[src/pkg/epv_defines.vh]
`ifndef EPV_DEFINES_VH
`define EPV_DEFINES_VH

// number of event slots, priority 1 is index 0
`define EPV_NUM_EVT        28
`define EPV_RESET_ADDR     32'h8000_0000
// system-register address of the vector base
`define EPV_SR_VBASE_ADDR  8'h04
`define EPV_VBASE_RST      32'h0000_0000

// event indices (priority minus one)
`define EPV_EV_RESET       5'd0
`define EPV_EV_DBG_HALT    5'd1
`define EPV_EV_UNRECOV     5'd2
`define EPV_EV_MULTIHIT    5'd3
`define EPV_EV_BERR_DATA   5'd4
`define EPV_EV_BERR_INSN   5'd5
`define EPV_EV_NMI         5'd6
`define EPV_EV_IRQ3        5'd7
`define EPV_EV_IRQ0        5'd10
`define EPV_EV_INSN_ADDR   5'd11
`define EPV_EV_ITLB_MISS   5'd12
`define EPV_EV_ITLB_PROT   5'd13
`define EPV_EV_BREAKPT     5'd14
`define EPV_EV_ILLEGAL     5'd15
`define EPV_EV_UNIMPL      5'd16
`define EPV_EV_PRIV        5'd17
`define EPV_EV_FPU         5'd18
`define EPV_EV_COPROC      5'd19
`define EPV_EV_SCALL       5'd20
`define EPV_EV_DADDR_RD    5'd21
`define EPV_EV_DADDR_WR    5'd22
`define EPV_EV_DTLB_MISS_RD 5'd23
`define EPV_EV_DTLB_MISS_WR 5'd24
`define EPV_EV_DTLB_PROT_RD 5'd25
`define EPV_EV_DTLB_PROT_WR 5'd26
`define EPV_EV_DTLB_MOD    5'd27

// handler offsets from the vector base
`define EPV_OFF_UNRECOV    32'h0000_0000
`define EPV_OFF_MULTIHIT   32'h0000_0004
`define EPV_OFF_BERR_DATA  32'h0000_0008
`define EPV_OFF_BERR_INSN  32'h0000_000c
`define EPV_OFF_NMI        32'h0000_0010
`define EPV_OFF_INSN_ADDR  32'h0000_0014
`define EPV_OFF_ITLB_PROT  32'h0000_0018
`define EPV_OFF_BREAKPT    32'h0000_001c
`define EPV_OFF_ILLEGAL    32'h0000_0020
`define EPV_OFF_UNIMPL     32'h0000_0024
`define EPV_OFF_PRIV       32'h0000_0028
`define EPV_OFF_FPU        32'h0000_002c
`define EPV_OFF_COPROC     32'h0000_0030
`define EPV_OFF_DADDR_RD   32'h0000_0034
`define EPV_OFF_DADDR_WR   32'h0000_0038
`define EPV_OFF_DPROT_RD   32'h0000_003c
`define EPV_OFF_DPROT_WR   32'h0000_0040
`define EPV_OFF_DTLB_MOD   32'h0000_0044
`define EPV_OFF_ITLB_MISS  32'h0000_0050
`define EPV_OFF_DMISS_RD   32'h0000_0060
`define EPV_OFF_DMISS_WR   32'h0000_0070
`define EPV_OFF_SCALL      32'h0000_0100
`define EPV_SCALL_RET_INC  32'h0000_0002

// return-address kinds
`define EPV_RA_NONE        2'd0
`define EPV_RA_FIRST_NC    2'd1
`define EPV_RA_OFFEND      2'd2
`define EPV_RA_SCALL       2'd3

// stack push: r8..r12, return address, status = 7 words
`define EPV_PUSH_WORDS     3'd7
`define EPV_PUSH_LAST      3'd6

`endif

[src/verilog/epv_event_vector.v]
`include "epv_defines.vh"

// Behaviour
// (RULE1) reset ranks first, handler at fixed 0x8000_0000, no return address
// (RULE2) debug halt ranks second, handler from debug unit, saves first non-completed
// (RULE3) unrecoverable exception ranks third, base+0x00, saves offending pc
// (RULE4) protection unit multiple hit ranks fourth, base+0x04
// (RULE5) data bus error fifth base+0x08, instruction bus error sixth base+0x0c
// (RULE6) non-maskable interrupt seventh, base+0x10, saves first non-completed
// (RULE7) interrupt levels 3..0 rank 8..11, autovectored, save first non-completed
// (RULE8) bad instruction address twelfth, base+0x14, saves offending pc
// (RULE9) itlb miss thirteenth base+0x50, itlb protection fourteenth base+0x18
// (RULE10) breakpoint fifteenth, base+0x1c, saves first non-completed
// (RULE11) illegal, unimplemented, privilege rank 16..18 at base+0x20/0x24/0x28
// (RULE12) floating-point slot 19 at 0x2c reserved, never raised
// (RULE13) coprocessor absent rank 20, base+0x30, saves offending pc
// (RULE14) supervisor call rank 21, base+0x100, saves call pc plus 2
// (RULE15) data address faults read 22 base+0x34, write 23 base+0x38
// (RULE16) dtlb misses read 24 base+0x60, write 25 base+0x70
// (RULE17) dtlb protection read 26 base+0x3c, write 27 base+0x40
// (RULE18) page-modified slot 28 at 0x44 reserved, never raised
// (RULE19) offset handlers add offset to vector base at system register 4
// (RULE20) interrupt entry pushes r8-r12, return address and status register
// (RULE21) several pending: take lowest priority number, leave the rest pending
module epv_event_vector (
    input  wire        ref_clk,
    input  wire        rst,
    input  wire        ext_reset_req,
    input  wire        dbg_halt_req,
    input  wire [31:0] dbg_halt_addr,
    input  wire        unrecov_req,
    input  wire        multihit_req,
    input  wire        berr_data_req,
    input  wire        berr_insn_req,
    input  wire        nmi_req,
    input  wire [3:0]  irq_req,
    input  wire [31:0] irq_autovector,
    input  wire        insn_addr_req,
    input  wire        itlb_miss_req,
    input  wire        itlb_prot_req,
    input  wire        breakpt_req,
    input  wire        illegal_req,
    input  wire        unimpl_req,
    input  wire        priv_req,
    input  wire        coproc_req,
    input  wire        scall_req,
    input  wire        daddr_rd_req,
    input  wire        daddr_wr_req,
    input  wire        dtlb_miss_rd_req,
    input  wire        dtlb_miss_wr_req,
    input  wire        dtlb_prot_rd_req,
    input  wire        dtlb_prot_wr_req,
    input  wire [31:0] first_nc_pc,
    input  wire [31:0] offend_pc,
    input  wire        sr_wr_en,
    input  wire [7:0]  sr_wr_addr,
    input  wire [31:0] sr_wr_data,
    input  wire        take_ready,
    input  wire        push_ready,
    output reg         take_valid_ff,
    output reg  [4:0]  take_event_ff,
    output reg  [31:0] handler_addr_ff,
    output reg  [31:0] return_addr_ff,
    output reg         return_valid_ff,
    output reg  [31:0] pending_ff,
    output reg  [31:0] exception_vector_base_ff,
    output wire        push_valid_ff,
    output wire [2:0]  push_sel_ff,
    output wire        push_busy_ff
);
    reg  [27:0] pend_ff;
    reg  [27:0] raw_req;
    reg  [27:0] nxt_pend;
    reg  [4:0]  win_idx;
    reg         win_any;
    reg  [31:0] win_off;
    reg  [1:0]  win_ra;
    reg  [31:0] nxt_handler;
    reg  [31:0] nxt_return;
    wire        grant;
    wire        win_is_irq;

    // handler offset of each slot; irq and debug slots are not offset based
    function [31:0] slot_offset;
        input [4:0] idx;
        begin
            case (idx)
                `EPV_EV_UNRECOV:      slot_offset = `EPV_OFF_UNRECOV;
                `EPV_EV_MULTIHIT:     slot_offset = `EPV_OFF_MULTIHIT;
                `EPV_EV_BERR_DATA:    slot_offset = `EPV_OFF_BERR_DATA;
                `EPV_EV_BERR_INSN:    slot_offset = `EPV_OFF_BERR_INSN;
                `EPV_EV_NMI:          slot_offset = `EPV_OFF_NMI;
                `EPV_EV_INSN_ADDR:    slot_offset = `EPV_OFF_INSN_ADDR;
                `EPV_EV_ITLB_MISS:    slot_offset = `EPV_OFF_ITLB_MISS;
                `EPV_EV_ITLB_PROT:    slot_offset = `EPV_OFF_ITLB_PROT;
                `EPV_EV_BREAKPT:      slot_offset = `EPV_OFF_BREAKPT;
                `EPV_EV_ILLEGAL:      slot_offset = `EPV_OFF_ILLEGAL;
                `EPV_EV_UNIMPL:       slot_offset = `EPV_OFF_UNIMPL;
                `EPV_EV_PRIV:         slot_offset = `EPV_OFF_PRIV;
                `EPV_EV_FPU:          slot_offset = `EPV_OFF_FPU;
                `EPV_EV_COPROC:       slot_offset = `EPV_OFF_COPROC;
                `EPV_EV_SCALL:        slot_offset = `EPV_OFF_SCALL;
                `EPV_EV_DADDR_RD:     slot_offset = `EPV_OFF_DADDR_RD;
                `EPV_EV_DADDR_WR:     slot_offset = `EPV_OFF_DADDR_WR;
                `EPV_EV_DTLB_MISS_RD: slot_offset = `EPV_OFF_DMISS_RD;
                `EPV_EV_DTLB_MISS_WR: slot_offset = `EPV_OFF_DMISS_WR;
                `EPV_EV_DTLB_PROT_RD: slot_offset = `EPV_OFF_DPROT_RD;
                `EPV_EV_DTLB_PROT_WR: slot_offset = `EPV_OFF_DPROT_WR;
                `EPV_EV_DTLB_MOD:     slot_offset = `EPV_OFF_DTLB_MOD;
                default:              slot_offset = 32'h0000_0000;
            endcase
        end
    endfunction

    // which return address each slot saves
    function [1:0] slot_ra;
        input [4:0] idx;
        begin
            case (idx)
                `EPV_EV_RESET, `EPV_EV_MULTIHIT, `EPV_EV_ITLB_MISS,
                `EPV_EV_DTLB_MISS_RD, `EPV_EV_DTLB_MISS_WR,
                `EPV_EV_FPU, `EPV_EV_DTLB_MOD:
                    slot_ra = `EPV_RA_NONE;
                `EPV_EV_UNRECOV, `EPV_EV_INSN_ADDR, `EPV_EV_ITLB_PROT,
                `EPV_EV_ILLEGAL, `EPV_EV_UNIMPL, `EPV_EV_PRIV, `EPV_EV_COPROC,
                `EPV_EV_DADDR_RD, `EPV_EV_DADDR_WR,
                `EPV_EV_DTLB_PROT_RD, `EPV_EV_DTLB_PROT_WR:
                    slot_ra = `EPV_RA_OFFEND;
                `EPV_EV_SCALL:
                    slot_ra = `EPV_RA_SCALL;
                default:
                    slot_ra = `EPV_RA_FIRST_NC;
            endcase
        end
    endfunction

    // interrupt slots are autovectored and open a context push
    function is_irq_slot;
        input [4:0] idx;
        begin
            is_irq_slot = (idx >= `EPV_EV_IRQ3) && (idx <= `EPV_EV_IRQ0);
        end
    endfunction

    // gather requests in priority order; reserved slots tied off
    always @* begin
        raw_req = 28'h0;
        raw_req[`EPV_EV_RESET]       = ext_reset_req;    // RULE1
        raw_req[`EPV_EV_DBG_HALT]    = dbg_halt_req;     // RULE2
        raw_req[`EPV_EV_UNRECOV]     = unrecov_req;      // RULE3
        raw_req[`EPV_EV_MULTIHIT]    = multihit_req;     // RULE4
        raw_req[`EPV_EV_BERR_DATA]   = berr_data_req;    // RULE5
        raw_req[`EPV_EV_BERR_INSN]   = berr_insn_req;    // RULE5
        raw_req[`EPV_EV_NMI]         = nmi_req;          // RULE6
        raw_req[10:7]                = {irq_req[0], irq_req[1], irq_req[2], irq_req[3]}; // RULE7
        raw_req[`EPV_EV_INSN_ADDR]   = insn_addr_req;    // RULE8
        raw_req[`EPV_EV_ITLB_MISS]   = itlb_miss_req;    // RULE9
        raw_req[`EPV_EV_ITLB_PROT]   = itlb_prot_req;    // RULE9
        raw_req[`EPV_EV_BREAKPT]     = breakpt_req;      // RULE10
        raw_req[`EPV_EV_ILLEGAL]     = illegal_req;      // RULE11
        raw_req[`EPV_EV_UNIMPL]      = unimpl_req;       // RULE11
        raw_req[`EPV_EV_PRIV]        = priv_req;         // RULE11
        raw_req[`EPV_EV_FPU]         = 1'b0;             // RULE12
        raw_req[`EPV_EV_COPROC]      = coproc_req;       // RULE13
        raw_req[`EPV_EV_SCALL]       = scall_req;        // RULE14
        raw_req[`EPV_EV_DADDR_RD]    = daddr_rd_req;     // RULE15
        raw_req[`EPV_EV_DADDR_WR]    = daddr_wr_req;     // RULE15
        raw_req[`EPV_EV_DTLB_MISS_RD] = dtlb_miss_rd_req; // RULE16
        raw_req[`EPV_EV_DTLB_MISS_WR] = dtlb_miss_wr_req; // RULE16
        raw_req[`EPV_EV_DTLB_PROT_RD] = dtlb_prot_rd_req; // RULE17
        raw_req[`EPV_EV_DTLB_PROT_WR] = dtlb_prot_wr_req; // RULE17
        raw_req[`EPV_EV_DTLB_MOD]    = 1'b0;             // RULE18
    end

    // lowest index wins; scanning downward keeps the last hit the smallest
    always @* begin : pick
        integer i;
        i       = 0;
        win_idx = 5'h0;
        win_any = 1'b0;
        for (i = `EPV_NUM_EVT - 1; i >= 0; i = i - 1) begin
            if (pend_ff[i]) begin
                win_idx = i[4:0]; // RULE21
                win_any = 1'b1;
            end
        end
    end

    // a new event is not presented while the context push is still running
    assign grant      = win_any && !take_valid_ff && !push_busy_ff;
    assign win_is_irq = is_irq_slot(win_idx);

    // handler and return address of the winner
    always @* begin
        win_off = slot_offset(win_idx);
        win_ra  = slot_ra(win_idx);
        if (win_idx == `EPV_EV_RESET) begin
            nxt_handler = `EPV_RESET_ADDR; // RULE1
        end else if (win_idx == `EPV_EV_DBG_HALT) begin
            nxt_handler = dbg_halt_addr; // RULE2
        end else if (win_is_irq) begin
            nxt_handler = irq_autovector; // RULE7
        end else begin
            nxt_handler = exception_vector_base_ff + win_off; // RULE19
        end
        case (win_ra)
            `EPV_RA_FIRST_NC: nxt_return = first_nc_pc;
            `EPV_RA_OFFEND:   nxt_return = offend_pc;
            `EPV_RA_SCALL:    nxt_return = offend_pc + `EPV_SCALL_RET_INC; // RULE14
            default:          nxt_return = 32'h0000_0000;
        endcase
    end

    // pending set; a new request beats the clear of the slot being taken
    always @* begin
        nxt_pend = pend_ff;
        if (grant) begin
            nxt_pend[win_idx] = 1'b0; // RULE21
        end
        nxt_pend = nxt_pend | raw_req;
    end

    // pending flags, offered event and vector base register
    always @(posedge ref_clk) begin
        if (rst) begin
            pend_ff                  <= 28'h0;
            pending_ff               <= 32'h0;
            take_valid_ff            <= 1'b0;
            take_event_ff            <= 5'h0;
            handler_addr_ff          <= 32'h0;
            return_addr_ff           <= 32'h0;
            return_valid_ff          <= 1'b0;
            exception_vector_base_ff <= `EPV_VBASE_RST;
        end else begin
            pend_ff    <= nxt_pend;
            pending_ff <= {4'h0, nxt_pend};
            if (sr_wr_en && sr_wr_addr == `EPV_SR_VBASE_ADDR) begin
                exception_vector_base_ff <= sr_wr_data; // RULE19
            end
            if (take_valid_ff && take_ready) begin
                take_valid_ff <= 1'b0;
            end else if (grant) begin
                take_valid_ff   <= 1'b1;
                take_event_ff   <= win_idx;
                handler_addr_ff <= nxt_handler;
                return_addr_ff  <= nxt_return;
                return_valid_ff <= (win_ra != `EPV_RA_NONE);
            end
        end
    end

    // context push starts when an interrupt entry is accepted
    epv_push_seq u_push (
        .ref_clk       (ref_clk),
        .rst           (rst),
        .start         (take_valid_ff && take_ready && is_irq_slot(take_event_ff)), // RULE20
        .push_ready    (push_ready),
        .push_valid_ff (push_valid_ff),
        .push_sel_ff   (push_sel_ff),
        .busy_ff       (push_busy_ff)
    );
endmodule // epv_event_vector

[src/verilog/epv_push_seq.v]
`include "epv_defines.vh"

// walks the seven-word context push for interrupt entry
module epv_push_seq (
    input  wire        ref_clk,
    input  wire        rst,
    input  wire        start,
    input  wire        push_ready,
    output reg         push_valid_ff,
    output reg  [2:0]  push_sel_ff,
    output reg         busy_ff
);
    reg [2:0] nxt_push_sel;
    reg       nxt_busy;

    // sel 0..4 = r8..r12, 5 = return address, 6 = status register
    always @* begin
        nxt_busy     = busy_ff;
        nxt_push_sel = push_sel_ff;
        if (!busy_ff && start) begin
            nxt_busy     = 1'b1;
            nxt_push_sel = 3'h0;
        end else if (busy_ff && push_ready) begin
            if (push_sel_ff == `EPV_PUSH_LAST) begin
                nxt_busy = 1'b0;
            end else begin
                nxt_push_sel = push_sel_ff + 3'h1;
            end
        end
    end

    always @(posedge ref_clk) begin
        if (rst) begin
            busy_ff       <= 1'b0;
            push_sel_ff   <= 3'h0;
            push_valid_ff <= 1'b0;
        end else begin
            busy_ff       <= nxt_busy;
            push_sel_ff   <= nxt_push_sel;
            push_valid_ff <= nxt_busy;
        end
    end
endmodule // epv_push_seq

[config.mk]
export PLATFORM = sky130hd
export DESIGN_NAME = epv_event_vector
export DESIGN_NICKNAME = d
export VERILOG_FILES = /design/src/verilog/epv_event_vector.v /design/src/verilog/epv_push_seq.v
export VERILOG_INCLUDE_DIRS = /design/src /design/src/pkg
export SDC_FILE = /design/constraint.sdc
export NUM_CORES = 1
export LEC_CHECK = 0
export BUFFER_PORTS_ARGS = -buffer_cell sky130_fd_sc_hd__buf_2
export CAP_MARGIN = 40
export CORE_MARGIN = 2
export CORE_UTILIZATION = 33
export DETAILED_ROUTE_END_ITERATION = 8
export GPL_TIMING_DRIVEN = 0
export PLACE_DENSITY = 0.6
export SLEW_MARGIN = 20
export SYNTH_ARGS = -nofsm -noshare
export SYNTH_HDL_FRONTEND = slang
export SYNTH_SLANG_ARGS = --single-unit
[constraint.sdc]
create_clock -name ref_clk -period 5.2 [get_ports ref_clk]
set_input_delay 1.04 -clock ref_clk [delete_from_list [all_inputs] [get_ports ref_clk]]
set_output_delay 1.04 -clock ref_clk [all_outputs]
set_load 0.005 [all_outputs]
* Word-level counts from Yosys, hierarchy flattened *
Memories as Yosys holds them, arrays and structs flattened.
Cells that the tools add are included.
W data, S select, Z words.

word-level totals
  memory bits (read-only) = 256
  output and inout port bits = 140
  register bits = 139
  word-level logic and storage cells = 119
  bits of input ports = 199
  memories = 2

operators by class
  $lt $le $gt $ge = 6
  $add $sub $neg = 3
  equality and inequality tests = 6
  reduce and logical (&&, ||, !) cells = 21
  multiplexer cells = 66
  bitwise gates (word level) = 5

memory list
  name              depth  width  read ports  clocked after memory_dff  wr ports  line                    RTL
  (name not given)  32     6      1           0                         0         epv_event_vector.v:87   case (idx)
  (name not given)  32     2      1           0                         0         epv_event_vector.v:119  case (idx)

operators by type and width
  kind                     count
  $mux W5                  28
  $mux W32                 3
  $pmux W32 S3             1
  $add A32 B2 Y32 const B  1
  $add A32 B32 Y32         1
  $mux W1                  32
  $and A28 B28 Y28         1
  $mux W28                 1
  $not A28 Y28             1
  $or A28 B27 Y28          1
  $ge A5 B3 Y1 const B     2
  $le A5 B4 Y1 const B     2
  $logic_and A1 B1 Y1      10
  $eq A8 B3 Y1 const B     1
  $lt A5 B6 Y1 const B     1
  $reduce_and A2 Y1        3
  $reduce_bool A2 Y1       3
  $demux W1 S5             1
  $eq A5 B1 Y1 const B     1
  $ge A5 B1 Y1 const B     1
  $logic_not A5 Y1         1
  $eq A2 B2 Y1 const B     2
  $reduce_or A2 Y1         2
  $add A3 B1 Y3 const B    1
  other kinds (4)          6

* Longest topological paths before layout *
  depth in word-level cells = 36
  depth in mapped cells = 20
  mapped depth without buffers = 19

* Cells and area by module *
A second synthesis with hierarchy kept.

second synthesis, totals
  cells, all modules = 976
  area, all modules = 8232.9 µm²

by module, submodules not included
  module            area each (µm²)  seq. area each (µm²)  cells an instance  times used
  epv_event_vector  8022.7           2622.5                951                1
  epv_push_seq      210.2            80.1                  25                 1

* Worst setup path after synthesis *
Ideal clock, no wire load.

  path kind = flip-flop to flip-flop
  from = register pend_ff[22]
  to = register handler_addr_ff[30]
  data required time = 5.105 ns
  setup slack = 0.976 ns
  data arrival time = 4.128 ns
  library setup time = 0.095 ns
  buffers on the path = 1
  cell stages (with the launch flop) = 20
  clock period less this slack = 4.224 ns
  cell sequence = dfxtp_1 or2_0 a2111oi_0 a21oi_1 nor2_1 inv_1 ha_1 clkbuf_1 a21oi_1 nor3_1 o22a_1 ha_1 nand3_1 nand2_1 a41o_1 and2_1 nand4_1 xor2_1 or3_1 a221oi_1

on the way
  longest elaborated chain between the ends = 28
  elaborated cells between the ends (all ways) = 59
  those cells by class = 1 x add/sub; 2 x order compare; 1 x eq/ne; 49 x mux; 5 x reduce/logical; 1 x memory

ends and longest elaborated chain
  what                                                     line                                            RTL
  start: declaration                                       epv_event_vector.v:71                           reg [27:0] pend_ff;
  start signal: assignment                                 epv_event_vector.v:235                          pend_ff <= nxt_pend;
  $mux W5 * (23 in a row)                                  epv_event_vector.v:182                          if (pend_ff[i]) begin
  net slot_offset.idx[1]                                   epv_event_vector.v:85                           input [4:0] idx;
  $mem_v2 Z32 W6 (tied with other cells)                   -
  $add A32 B32 Y32 or $logic_and A1 B1 Y1 (tied branches)  epv_event_vector.v:204, epv_event_vector.v:141
  $mux W32                                                 epv_event_vector.v:201                          end else if (win_is_irq) begin
  $mux W32                                                 epv_event_vector.v:199                          end else if (win_idx == `EPV_EV_DBG_HALT) begin
  $mux W32 *                                               epv_event_vector.v:197                          if (win_idx == `EPV_EV_RESET) begin
  end signal: assignment                                   epv_event_vector.v:245                          handler_addr_ff <= nxt_handler;
  end: declaration                                         epv_event_vector.v:62                           output reg [31:0] handler_addr_ff,

Mark *: on every way through the listed nets, which the timed path passes. The rest lies on a longest branch.
A chain may end at the register's enable or synchronous reset.

* Worst setup path after layout *
  from = register pend_ff[9]
  to = register handler_addr_ff[30]

on the way
  longest elaborated chain between the ends = 15
  elaborated cells between the ends (all ways) = 33
  those cells by class = 1 x add/sub; 2 x order compare; 1 x eq/ne; 23 x mux; 5 x reduce/logical; 1 x memory

ends and longest elaborated chain
  what                                                     line
  $mux W5 * (10 in a row)                                  epv_event_vector.v:182
  net slot_offset.idx[1]                                   epv_event_vector.v:85
  $mem_v2 Z32 W6 (tied with other cells)                   -
  $add A32 B32 Y32 or $logic_and A1 B1 Y1 (tied branches)  epv_event_vector.v:204, epv_event_vector.v:141
  $mux W32                                                 epv_event_vector.v:201
  $mux W32                                                 epv_event_vector.v:199
  $mux W32 *                                               epv_event_vector.v:197

Marked as above.

==> flow_metrics.env <==
export IMPL_run_status="finished, final reports clean"
export IMPL_htree_levels=4
export IMPL_critPathKind="register to register"
export IMPL_cts_hold_buf=0
export IMPL_clkSlewWorstSetupHoldPaths_ns=0.06
export IMPL_setup_slack_ns=0.449
export IMPL_cpPeakStageDelay_ns=0.56
export IMPL_path_cells="nor4_1 > a221oi_1 > nor3_1 > nor2_4 > inv_1 > ha_1 > a21oi_1 > nor3_1 > o22a_1 > ha_1 > nand3_1 > nand2_1 > a41o_2 > and2_1 > nand4_1 > xor2_1 > or3_1 > a221oi_1"
export IMPL_placed_area_um2=9770
export IMPL_drt_iter0_drc=555
export IMPL_overflow=0
export IMPL_end_kind="register"
export IMPL_grt_usage_pct=23.5
export IMPL_min_path_type="register to register"
export IMPL_syn_area_per_cell_um2=8.43
export IMPL_min_period_ns=4.75
export IMPL_clock_sinks=135
export IMPL_numCtsBuffers=17
export IMPL_die_x_um=157
export IMPL_crit_slowest_cell="nor4_1"
export IMPL_antenna_left=0
export IMPL_ff2ff_path_depth=18
export IMPL_wl_mm=29.9
export IMPL_reg2reg_slack_ns=0.45
export IMPL_maxCapViolCount=0
export IMPL_worstHoldEndpoint="handler_addr_ff[2]$_SDFFE_PP0P_"
export IMPL_finalSetupTns_ns=0
export IMPL_cp_max_fo=10
export IMPL_cp_data_arrival_time_ns=5.08
export IMPL_die_h_um=157
export IMPL_firstDrtPassIters=5
export IMPL_ys_ff_latch=135
export IMPL_synthFlopType="dfxtp_1"
export IMPL_ir_worst_vdd_mv=0.159
export IMPL_synthArstFlopShare_pct=0
export IMPL_stdcell_area_um2=10400
export IMPL_r2r_end="handler_addr_ff[30]$_SDFFE_PP0P_"
export IMPL_required_ns=5.53
export IMPL_clk_latency_ns=0.43
export IMPL_ys_warn_count=0
export IMPL_portBuffers=334
export IMPL_multi_input_area_um2=4660
export IMPL_core_rowCount=55
export IMPL_synth_yosys_seq_area_share_pct=35.1
export IMPL_startpoint_type="register"
export IMPL_initial_core_util_pct=33.8
export IMPL_cts_buffer_depth=2
export IMPL_rsz0062_at_grt="no"
export IMPL_place_hpwl_mm=23.2
export IMPL_period_share_pct=91.4
export IMPL_dp_slack_ns=-0.169
export IMPL_antenna_found_initial=4
export IMPL_drc_errors=0
export IMPL_synth_edf_count=0
export IMPL_synthDistinctLibCells=70
export IMPL_drive_gt1_share_pct=32.4
export IMPL_fin_skew_ns=0.0140
export IMPL_dieArea_um2=24600
export IMPL_place_gp_congestion=0.869
export IMPL_core_um2=22800
export IMPL_p_seq_share_pct=37.5
export IMPL_drv_slew=0
export IMPL_clkPwrFrac_pct=43.3
export IMPL_p_switching_mw=0.928
export IMPL_swShare_pct=29.9
export IMPL_nets=1488
export IMPL_wl_per_cell_um=18.7
export IMPL_vias=8442
export IMPL_pwr_share_comb_pct=19.2
export IMPL_grt_pass1_vias=8068
export IMPL_worst_pin_slew_ns=0.860
export IMPL_intPower_mw=2.17
export IMPL_timing_rr_start="pend_ff[9]$_SDFF_PP0_"
export IMPL_hold_depth=2
export IMPL_cts_tree="done"
export IMPL_syn_to_final_growth_pct=35.7
export IMPL_grt_pass1_wl_mm=44.2
export IMPL_min_from="handler_addr_ff[2]$_SDFFE_PP0P_"
export IMPL_vias_per_cell=5.28
export IMPL_grt_max_degree=17
export IMPL_max_freq_mhz=210
export IMPL_boundaryPins=339
export IMPL_fillers=2341
export IMPL_timing_hold_ws_ns=0.484
export IMPL_synth_cells=913
export IMPL_p_leak_nw=4.88
export IMPL_root_buffer="clkbuf_16"
export IMPL_syn_cell_area_um2=7700
export IMPL_regArea_um2=2700
export IMPL_setup_viol=0
export IMPL_finalHoldViolCount=0
export IMPL_power_per_cell_area_nw_per_um2=297
export IMPL_relSlewSlack_pct=42.7
-- through the flow --
| step | util [%] | power, mW | std cells |
|---|---|---|---|
| floorplan | - | 1.49 | 916 |
| global placement | 42.9 | 1.77 | 1563 |
| CTS | 45.7 | 3.12 | 1595 |
| finish | 45.9 | 3.10 | 1599 |
| global route | 45.8 | 3.23 | 1597 |
| detailed placement | 42.9 | 1.77 | 1563 |
-- layer usage --
metal	vias to the layer above	GRT usage, %	part of all wire, %
met5	-	0	0.090
met4	4	7.21	2.0
li1	4068	-	-
met1	3958	30.4	43
met2	361	38.5	47
met3	51	5.84	7.2
-- cells by family (layout without fill, tap and decap cells) --
| group | after synthesis | count (layout) | synth area share (%) |
|---|---|---|---|
| and+or+nand+nor | 339 | 339 | 22.7 |
| AOI/OAI and AO/OA | 223 | 223 | 19.6 |
| other | 1 | 7 | 0.0487 |
| buffers and inverters | 76 | 443 | 4.68 |
| muxes | 62 | 62 | 8.11 |
| xor gates and xnor gates | 58 | 58 | 6.60 |
| adders and majority gates | 19 | 19 | 3.19 |
| DFF | 135 | 135 | 35.1 |
-- placed cells by master (no fill, tap or decap), drive strengths merged, types with 40 or more instances in the layout --
cell / netlist / routed
a21oi: 59 / 59
a22oi: 41 / 41
buf: 26 / 362
clkbuf: 30 / 47
dfxtp: 135 / 135
mux2i: 59 / 59
nand2: 60 / 60
nand3: 44 / 44
nor2: 106 / 106
o21ai: 40 / 40
-- synthesized netlist by cell type, types with 3 or more instances --
library cell / n / area, µm²
nor3_1: 19 / 95.1
o22ai_1: 10 / 62.6
buf_2: 9 / 45.0
nor3b_1: 4 / 30.0
xnor2_1: 20 / 175
or2_2: 4 / 25.0
dfxtp_1: 135 / 2700
a221oi_1: 3 / 26.3
mux2_2: 3 / 33.8
buf_1: 5 / 18.8
clkbuf_1: 30 / 113
a21oi_1: 59 / 295
nand2_1: 60 / 225
o21ai_1: 7 / 35.0
inv_1: 20 / 75.1
ha_1: 18 / 225
a311oi_1: 4 / 35.0
or4_1: 4 / 30.0
nor2_1: 105 / 394
nand3_1: 44 / 220
o211ai_1: 8 / 60.1
nand4_1: 26 / 163
buf_4: 7 / 52.6
nor4_4: 3 / 63.8
and2_1: 8 / 50.1
o21ai_0: 32 / 160
nor4_1: 5 / 31.3
a221o_1: 17 / 170
and4_1: 5 / 43.8
a22oi_1: 41 / 308
xor2_1: 38 / 333
nand2b_1: 3 / 18.8
and3_1: 14 / 87.6
buf_6: 5 / 56.3
or3_1: 14 / 87.6
mux2i_1: 59 / 591
a211oi_1: 4 / 30.0
o21bai_1: 4 / 30.0
a21o_1: 6 / 45.0
nor2b_1: 7 / 43.8
a31oi_1: 7 / 43.8
-- what timing repair did --
item,4_1_cts,5_1_grt
gates cloned,0,0
setup buffers,0,1
pin swaps,0,1
hold endpoints to repair,0,0
resized for setup,1,4
setup endpoints to repair,3,11
-- area by class of cell --
class / instances / area share [%]
timing repair buffer: 337 / 16.2
clock inverter: 14 / 1.89
tap: 313 / 3.75
buffer: 54 / 2.66
clock buffer: 18 / 4.21
multi-input combinational: 705 / 44.6
inverter: 20 / 0.719
antenna: 3 / 0.0719
sequential: 135 / 25.9
-- power by group through the flow --
stage               Clock, mW  Sequential, mW  Combinational [mW]
finish                   1.34            1.16               0.596
global route             1.41            1.17               0.653
global placement            0            1.18               0.588
CTS                      1.37            1.16               0.593
floorplan                   0            1.18               0.309
detailed placement          0            1.18               0.589
-- worst max-delay path by stage --
stage | startpoint | to | slack [ns] | cells after the start
global route | pend_ff[9]$_SDFF_PP0_ | handler_addr_ff[30]$_SDFFE_PP0P_ | 0.04 | 18
finish | pend_ff[9]$_SDFF_PP0_ | handler_addr_ff[30]$_SDFFE_PP0P_ | 0.45 | 18
CTS | pend_ff[15]$_SDFF_PP0_ | handler_addr_ff[31]$_SDFFE_PP0P_ | 0.003 | 18
floorplan | pend_ff[22]$_SDFF_PP0_ | handler_addr_ff[30]$_SDFFE_PP0P_ | 0.98 | 19
detailed placement | pend_ff[15]$_SDFF_PP0_ | handler_addr_ff[31]$_SDFFE_PP0P_ | -0.17 | 18
global placement | pend_ff[22]$_SDFF_PP0_ | handler_addr_ff[31]$_SDFFE_PP0P_ | -0.12 | 18
-- worst max-delay path: cells and delay by family, from the launching register on --
family,cells,cell delay [ns]
AOI/OAI and AO/OA,5,1.13
adders and majority gates,2,0.82
and+or+nand+nor,9,2.00
buffers and inverters,1,0.24
xor gates and xnor gates,1,0.07
DFF,1,0.38
-- registers in the layout (all words and copies together) (netlist names) --
register	count
exception_vector_base_ff	32
handler_addr_ff	32
return_addr_ff	32
pend_ff	28
take_event_ff	5
u_push.push_sel_ff	3
return_valid_ff	1
take_valid_ff	1
u_push.push_valid_ff	1
No activity file was read; power rests on OpenSTA's default activity.
